[config.mk]
export PLATFORM = sky130hd
export DESIGN_NAME = wdrs_supervisor
export DESIGN_NICKNAME = d
export VERILOG_FILES = /design/src/hw/wdrs_pkg.sv /design/src/hw/wdrs_supervisor.sv
export SDC_FILE = /design/constraint.sdc
export NUM_CORES = 1
export LEC_CHECK = 0
export BUFFER_PORTS_ARGS = -buffer_cell sky130_fd_sc_hd__buf_2
export CAP_MARGIN = 25
export CELL_PAD_IN_SITES_DETAIL_PLACEMENT = 2
export CELL_PAD_IN_SITES_GLOBAL_PLACEMENT = 2
export CORE_MARGIN = 1
export CORE_UTILIZATION = 33
export DETAILED_ROUTE_END_ITERATION = 8
export PLACE_DENSITY = 0.82
export SLEW_MARGIN = 10
export SYNTH_ARGS = -nofsm -noshare
export SYNTH_HDL_FRONTEND = slang
export SYNTH_SLANG_ARGS = --single-unit
[constraint.sdc]
create_clock -name sys_clk -period 3.2 [get_ports sys_clk]
set_input_delay 0 -clock sys_clk [delete_from_list [all_inputs] [get_ports sys_clk]]
set_output_delay 0 -clock sys_clk [all_outputs]
set_load 0.02 [all_outputs]
[src/hw/wdrs_pkg.sv]
package wdrs_pkg;

    // ------------------------------------------------------------
    // Clock and timing
    // ------------------------------------------------------------
    localparam int unsigned CLK_HZ = 25000000;
    localparam int unsigned WD_MIN_FREQ_HZ = 5;
    localparam int unsigned WD_TIMEOUT_CYC = CLK_HZ / WD_MIN_FREQ_HZ;
    localparam int unsigned EXT_RST_MS = 2;
    localparam int unsigned EXT_RST_CYC = (CLK_HZ / 1000) * EXT_RST_MS;
    localparam int unsigned EXT_RST_SYNC_CYC = 2;

    // ------------------------------------------------------------
    // Watchdog I/O addresses
    // ------------------------------------------------------------
    localparam logic [8:0] WD_ADDR_LO = 9'h0FF;
    localparam logic [8:0] WD_ADDR_HI = 9'h1FF;

    // ------------------------------------------------------------
    // Register map
    // ------------------------------------------------------------
    localparam logic [7:0] REG_CTRL = 8'h00;
    localparam logic [7:0] REG_STATUS = 8'h04;
    localparam logic [7:0] REG_IRQ_STAT = 8'h08;
    localparam logic [7:0] REG_IRQ_MASK = 8'h0C;
    localparam logic [7:0] REG_TIMER = 8'h10;

    localparam int CTRL_RUN_BIT = 0;
    localparam int CTRL_WDEN_BIT = 1;
    localparam logic [1:0] CTRL_RESET = 2'h0;

    localparam int IRQ_TIMEOUT_BIT = 0;
    localparam int IRQ_EXTRST_BIT = 1;
    localparam int IRQ_LOWV_BIT = 2;
    localparam int IRQ_CLEAR_BIT = 3;
    localparam int IRQ_W = 4;

    typedef enum logic [1:0] {
        WDRS_RUN,
        WDRS_HALT,
        WDRS_STOP,
        WDRS_RESET
    } wdrs_mode_e;

    typedef struct packed {
        logic clearOutputs;
        logic clearTimers;
        logic zeroIp;
        logic clearElements;
    } wdrs_ctl_s;

endpackage : wdrs_pkg

[src/hw/wdrs_supervisor.sv]
// Operation
// - Relay energised only while watchdog address toggles at or above minimum rate.
// - Missing toggle times out, opens relay and darkens yellow indicator.
// - Any mode other than RUN clears the watchdog counter and drops relay.
// - Grounded external reset puts controller into reset within 2 ms.
// - External reset clears all digital outputs regardless of outputs-low jumper.
// - External reset clears timers and volatile flags.
// - External reset loads instruction pointer with zero for cold start.
// - Reset indicator lit while controller held in reset.
// - Low supply voltage forces the controller into reset.
// - Halt and Clear switches only act when switch-enable jumper fitted.
// - Outputs-low jumper forces outputs low in Halt or Stop.
// - Clear resets elements except registers and real-time clock.
// - Halt switch puts controller into Halt without programming unit.
//
// The APB slave port and the register offsets were chosen for this implementation.
module wdrs_supervisor
    import wdrs_pkg::*;
#(
    parameter int unsigned TIMEOUT_CYC = WD_TIMEOUT_CYC,
    parameter int unsigned EXTRST_CYC = EXT_RST_CYC
)
(
    input wire logic sys_clk,
    input wire logic sys_rst,
    input wire logic psel,
    input wire logic penable,
    input wire logic pwrite,
    input wire logic [7:0] paddr,
    input wire logic [31:0] pwdata,
    output logic [31:0] prdata,
    output logic pready,
    output logic pslverr,
    input wire logic ioWrite,
    input wire logic [8:0] ioAddr,
    input wire logic ioData,
    input wire logic extReset_n,
    input wire logic supplyLow,
    input wire logic haltSwitch,
    input wire logic clearSwitch,
    input wire logic switch_enable_jumper,
    input wire logic outputs_low_jumper,
    output logic supervision_relay,
    output logic watchdogLed,
    output logic resetLed,
    output logic outputsForceLow,
    output wdrs_ctl_s ctlPulse,
    output wdrs_mode_e mode,
    output logic irq
);

    // ------------------------------------------------------------
    // Register bus
    // ------------------------------------------------------------
    logic [1:0] ctrl;
    logic [IRQ_W-1:0] irqStat;
    logic [IRQ_W-1:0] irqMask;
    logic [IRQ_W-1:0] irqEvent;
    logic [31:0] wdCount;
    logic wdExpired;
    logic inReset;
    logic busWrite;
    logic addrOk;

    assign pready = 1'b1;
    assign busWrite = psel && penable && pwrite;
    assign addrOk = (paddr == REG_CTRL) || (paddr == REG_STATUS) || (paddr == REG_IRQ_STAT)
        || (paddr == REG_IRQ_MASK) || (paddr == REG_TIMER);
    assign pslverr = psel && penable && !addrOk;

    always_ff @(posedge sys_clk)
    begin
        if (sys_rst)
            ctrl <= CTRL_RESET;
        else if (busWrite && paddr == REG_CTRL)
            ctrl <= pwdata[1:0];
    end

    always_ff @(posedge sys_clk)
    begin
        if (sys_rst)
            irqMask <= '0;
        else if (busWrite && paddr == REG_IRQ_MASK)
            irqMask <= pwdata[IRQ_W-1:0];
    end

    // Set wins over a write-one clear in the same cycle.
    always_ff @(posedge sys_clk)
    begin
        if (sys_rst)
            irqStat <= '0;
        else if (busWrite && paddr == REG_IRQ_STAT)
            irqStat <= (irqStat & ~pwdata[IRQ_W-1:0]) | irqEvent;
        else
            irqStat <= irqStat | irqEvent;
    end

    assign irq = |(irqStat & irqMask);

    always_comb
    begin
        prdata = 32'h0;
        unique case (paddr)
            REG_CTRL: prdata = {30'h0, ctrl};
            REG_STATUS: prdata = {24'h0, supplyLow, !extReset_n, outputsForceLow, resetLed,
                                  watchdogLed, supervision_relay, mode};
            REG_IRQ_STAT: prdata = {28'h0, irqStat};
            REG_IRQ_MASK: prdata = {28'h0, irqMask};
            REG_TIMER: prdata = wdCount;
            default: prdata = 32'h0;
        endcase
    end

    // ------------------------------------------------------------
    // External reset filter
    // ------------------------------------------------------------
    logic [31:0] extCount;
    logic extActive;

    // Reset is declared once the grounded input has stood for the filter time.
    always_ff @(posedge sys_clk)
    begin
        if (sys_rst)
            extCount <= '0;
        else if (extReset_n)
            extCount <= '0;
        else if (extCount < EXTRST_CYC - EXT_RST_SYNC_CYC)
            extCount <= extCount + 32'h1;
    end

    assign extActive = !extReset_n && (extCount >= EXTRST_CYC - EXT_RST_SYNC_CYC);
    assign inReset = extActive || supplyLow;

    // ------------------------------------------------------------
    // Operating mode
    // ------------------------------------------------------------
    logic haltEff;
    logic clearEff;
    logic clearPrev;

    assign haltEff = switch_enable_jumper && haltSwitch;
    assign clearEff = switch_enable_jumper && clearSwitch;

    always_ff @(posedge sys_clk)
    begin
        if (sys_rst)
            mode <= WDRS_RESET;
        else if (inReset)
            mode <= WDRS_RESET;
        else if (haltEff)
            mode <= WDRS_HALT;
        else if (ctrl[CTRL_RUN_BIT])
            mode <= WDRS_RUN;
        else
            mode <= WDRS_STOP;
    end

    always_ff @(posedge sys_clk)
    begin
        if (sys_rst)
            clearPrev <= 1'b0;
        else
            clearPrev <= clearEff;
    end

    always_ff @(posedge sys_clk)
    begin
        if (sys_rst)
            ctlPulse <= '{default: 1'b1};
        else
        begin
            ctlPulse.clearOutputs <= inReset;
            ctlPulse.clearTimers <= inReset;
            ctlPulse.zeroIp <= inReset;
            ctlPulse.clearElements <= clearEff && !clearPrev;
        end
    end

    always_ff @(posedge sys_clk)
    begin
        if (sys_rst)
            resetLed <= 1'b1;
        else
            resetLed <= inReset;
    end

    always_ff @(posedge sys_clk)
    begin
        if (sys_rst)
            outputsForceLow <= 1'b1;
        else
            outputsForceLow <= inReset
                || (outputs_low_jumper && (mode == WDRS_HALT || mode == WDRS_STOP));
    end

    // ------------------------------------------------------------
    // Watchdog
    // ------------------------------------------------------------
    logic wdHit;
    logic wdLevel;
    logic wdToggle;
    logic wdRun;
    logic relayPrev;

    assign wdHit = ioWrite && (ioAddr == WD_ADDR_LO || ioAddr == WD_ADDR_HI);
    assign wdToggle = wdHit && (ioData != wdLevel);
    assign wdRun = (mode == WDRS_RUN) && ctrl[CTRL_WDEN_BIT];

    always_ff @(posedge sys_clk)
    begin
        if (sys_rst)
            wdLevel <= 1'b0;
        else if (wdHit)
            wdLevel <= ioData;
    end

    always_ff @(posedge sys_clk)
    begin
        if (sys_rst || !wdRun)
            wdCount <= '0;
        else if (wdToggle)
            wdCount <= '0;
        else if (wdCount < TIMEOUT_CYC)
            wdCount <= wdCount + 32'h1;
    end

    assign wdExpired = (wdCount >= TIMEOUT_CYC);

    always_ff @(posedge sys_clk)
    begin
        if (sys_rst)
            supervision_relay <= 1'b0;
        else if (!wdRun || wdExpired)
            supervision_relay <= 1'b0;
        else if (wdToggle)
            supervision_relay <= 1'b1;
    end

    assign watchdogLed = supervision_relay;

    always_ff @(posedge sys_clk)
    begin
        if (sys_rst)
            relayPrev <= 1'b0;
        else
            relayPrev <= supervision_relay;
    end

    logic extPrev;
    logic lowPrev;

    always_ff @(posedge sys_clk)
    begin
        if (sys_rst)
        begin
            extPrev <= 1'b0;
            lowPrev <= 1'b0;
        end
        else
        begin
            extPrev <= extActive;
            lowPrev <= supplyLow;
        end
    end

    always_comb
    begin
        irqEvent = '0;
        irqEvent[IRQ_TIMEOUT_BIT] = relayPrev && !supervision_relay;
        irqEvent[IRQ_EXTRST_BIT] = extActive && !extPrev;
        irqEvent[IRQ_LOWV_BIT] = supplyLow && !lowPrev;
        // Taken from the press itself: the clear pulse register idles high in reset.
        irqEvent[IRQ_CLEAR_BIT] = clearEff && !clearPrev;
    end

    // ------------------------------------------------------------
    // Checks
    // ------------------------------------------------------------
    a_relay_needs_run: assert property (@(posedge sys_clk) disable iff (sys_rst)
        (mode != WDRS_RUN) |=> !supervision_relay)
        else $error("relay energised outside RUN");

    a_relay_timeout_drop: assert property (@(posedge sys_clk) disable iff (sys_rst)
        wdExpired |=> !supervision_relay)
        else $error("relay held after timeout");

    a_led_follows_relay: assert property (@(posedge sys_clk) disable iff (sys_rst)
        watchdogLed == supervision_relay)
        else $error("watchdog led mismatch");

    a_relay_rises_toggle: assert property (@(posedge sys_clk) disable iff (sys_rst)
        $rose(supervision_relay) |-> $past(wdToggle))
        else $error("relay energised without toggle");

    a_timeout_bound: assert property (@(posedge sys_clk) disable iff (sys_rst)
        wdCount <= TIMEOUT_CYC)
        else $error("watchdog counter overran");

    a_lowv_reset: assert property (@(posedge sys_clk) disable iff (sys_rst)
        supplyLow |=> (mode == WDRS_RESET) && resetLed)
        else $error("low voltage did not reset");

    a_ext_reset_clears: assert property (@(posedge sys_clk) disable iff (sys_rst)
        extActive |=> ctlPulse.clearOutputs && ctlPulse.clearTimers && ctlPulse.zeroIp
            && outputsForceLow)
        else $error("external reset did not clear");

    a_ext_reset_time: assert property (@(posedge sys_clk) disable iff (sys_rst)
        (extCount >= EXTRST_CYC - EXT_RST_SYNC_CYC) && !extReset_n |=> resetLed)
        else $error("external reset too slow");

    a_switch_gated: assert property (@(posedge sys_clk) disable iff (sys_rst)
        !switch_enable_jumper |=> !ctlPulse.clearElements)
        else $error("clear acted without jumper");

    a_halt_switch: assert property (@(posedge sys_clk) disable iff (sys_rst)
        haltEff && !inReset |=> mode == WDRS_HALT)
        else $error("halt switch ignored");

    a_outputs_low: assert property (@(posedge sys_clk) disable iff (sys_rst)
        outputs_low_jumper && (mode == WDRS_HALT || mode == WDRS_STOP) |=> outputsForceLow)
        else $error("outputs not forced low");

endmodule : wdrs_supervisor

==> impl_metrics.py <==
metrics = {
    "status": {
        "status": "finished, final reports clean",
    },
    "pwr": {
        "ir_drop_uv": 344,
        "finalPower_mw": 2.32,
        "leakage_nw": 1.98,
        "powerDensity_nw_per_um2": 458,
    },
    "critical_path": {
        "crit_type": "register to register",
        "startpoint": "extCount[11]",
        "cp.arrival_ns": 2.87,
        "critPathLaunchType": "register",
        "cp_max_fo": 30,
        "worst_r2r_path_depth": 5,
        "cp_num_buf_inv": 0,
        "slowest_delay_ns": 0.60,
        "reg2reg_to": "extCount[12]",
        "r2r-start": "extCount[11]",
        "required_ns": 3.48,
        "crit_chain": "or4_1 -> and3_1 -> a211o_1 -> or4_1 -> a21oi_1",
        "r2r_slack_ns": 0.61,
        "crit_path_end_kind": "register",
        "crit_path_end": "extCount[12]",
        "worst_path_max_delay_cell": "or4_1",
        "cp.depth": 5,
        "crit_top_cell": "or4_1",
        "critPathTopFamily": "simple AND/OR/NAND/NOR gates",
    },
    "synth": {
        "ys_async_sr_fraction": 0,
        "synth_ff_type": "dfxtp_1",
        "syn_nets": 551,
        "synth_top_cell_by_area": "dfxtp_1",
        "synthDistinctLibCells": 53,
        "synth_cells": 484,
        "synth-edff-count": 0,
        "synth_top_area_share": 0.411,
        "ys_seq_elements": 85,
        "ys_top_cells_by_area": "dfxtp_1 41%, and2_1 7.3%, or4_1 4.5%, a21oi_1 4.5%, o31ai_1 4.0%",
        "syn_area_sq_um": 4140,
        "yosysWarningCount": 0,
        "syn_avg_cell_area_sq_um": 8.56,
        "seq_area_frac_synth": 0.411,
    },
    "layout": {
        "drive_gt1_frac": 0.200,
        "final_nets": 623,
        "num_antenna_cells": 0,
        "syn2layout_area_growth_pct": 22.1,
        "instances_no_fill": 728,
        "fin_area_sq_um": 5060,
        "fin_util": 0.417,
    },
    "sta": {
        "worst_pin_slew_ns": 0.918,
        "clock_skew_ns": 0.00857,
        "worst_slack_ns": 0.607,
        "min_period_over_period": 0.810,
        "slew_headroom": 0.387,
        "fin_setup_tns_ns": 0,
        "slew_violations": 0,
        "grt_setup_unrepaired": "false",
        "finalSetupViolations": 0,
        "whs_ns": 0.0540,
        "fmax_mhz": 386,
        "fin_crit_ns": 2.59,
        "hold_viol_final": 0,
    },
    "cts": {
        "post-cts-setup-buffers": 0,
        "clk_latency_ns": 0.35,
        "htreeDepth": 3,
        "cts_root_buf": "clkbuf_16",
        "numCtsBuffers": 9,
        "clockBufferDepth": 2,
        "clock-sinks": 85,
        "clkTransAtPathRegs_ns": 0.07,
        "cts_tree": "done",
    },
    "global_routing": {
        "grt_use_total": 0.233,
        "antenna_found_initial": 0,
        "grt_pass1_wl_um": 23100,
        "grt_remaining_overflow": 0,
        "grt_pass1_vias": 4447,
        "grt_max_degree": 32,
    },
    "floorplanning": {
        "coreArea_sq_um": 12100,
        "io_pins": 107,
        "start_util": 0.342,
        "die_h_um": 114,
        "die_w_um": 114,
        "rows": 40,
        "dieArea_sq_um": 13000,
    },
    "placed_design": {
        "hpwl_um": 9500,
        "place_area_sq_um": 4620,
        "place_ws_ns": 0.653,
        "portBuffers": 76,
        "globalplace.congestion": 0.769,
        "dp_cells": 701,
    },
    "detailed_routing": {
        "vias": 4038,
        "drtIter0Drc": 118,
        "first_pass_iters": 4,
        "via_per_inst": 5.55,
        "routed_wl_um": 14200,
        "routedWlPerCell_um": 19.5,
        "drc": 0,
        "ant_nets": 0,
    },
    "flow_run": {
        "maxCapViolations": 0,
    },
    "hold_path": {
        "min_path_type": "input pin to register",
    },
}
layout make-up:
type                       instances  area (sq um)
sequential                        85          1700
multi-input combinational        356          2250
clock buffer                      11           243
timing repair buffer              94           546
clock inverter                     4          72.6
tap                              168           210
fill                            1380          7060
inverter                          10          37.5
cells by family (layout without fill, tap and decap cells):
family | Yosys count | count (layout) | share of synthesized area
other | 1 | 1 | 0.000905
multiplexers | 10 | 10 | 0.0302
AND/OR/NAND/NOR | 238 | 238 | 0.333
adder cells (fa/ha/maj) | 5 | 5 | 0.0151
XOR/XNOR | 1 | 1 | 0.00212
AO/OA/AOI/OAI | 101 | 101 | 0.161
buffers and inverters | 43 | 119 | 0.0468
flip-flops | 85 | 85 | 0.411
cell usage after synthesis (all sizes together), types with 10 or more instances:
cell    instances
a21oi          37
and2           48
and3           11
buf            12
clkbuf         21
dfxtp          85
inv            10
nand2          36
nand3          21
nand4          10
nor2           25
nor3           10
nor4           10
o21ai          15
o31ai          22
or3            15
or4            26
state kept, by name, summed over array words and instances, names as in the netlist, 2 cells and up:
register	cells
wdCount	32
ctrl	2
extCount	32
mode	2
irqStat	4
irqMask	4
what timing repair did:
action / in CTS / in global routing
hold buffers: 12 / 0
resized for setup: 0 / 0
hold endpoints to repair: 15 / 0
cells in the final DEF (no fill, tap or decap), drive strengths merged, types with 4 or more instances in the layout:
master / n
a211oi: 5
a21oi: 37
a22o: 5
and2: 48
and3: 11
and4: 4
buf: 82
clkbuf: 11
dfxtp: 85
dlygate4sd3: 12
ha: 5
inv: 10
mux2i: 8
nand2: 36
nand3: 21
nand4: 10
nor2: 25
nor3: 10
nor4: 10
o21ai: 15
o31ai: 22
or2: 8
or3: 15
or4: 26
how the worst min path moves through the flow:
stage,cells after the start,startpoint,end,slack [ns]
after floorplan,2,penable,pslverr,0.13
after global placement,3,clearSwitch,clearPrev,0.24
after detailed placement,3,outputs_low_jumper,outputsForceLow,0.27
after CTS,2,sys_rst,relayPrev,0.06
after global routing,2,sys_rst,relayPrev,0.07
final,2,sys_rst,relayPrev,0.05
power by group:
group / total, mW / leakage [nW] / internal (mW) / switching [mW]
sequential: 1.07 / 0.687 / 1.07 / 0.00795
combinational: 0.0959 / 1.14 / 0.0415 / 0.0545
clock: 1.15 / 0.152 / 0.700 / 0.448
total: 2.32 / 1.98 / 1.81 / 0.510
routing by layer:
metal  global-route usage  routed length (um)
met1                0.243                5700
met2                0.423                7370
met3               0.0590                 503
met4                0.136                 620
met5                    0                   0
(Power assumes the default switching activity.)
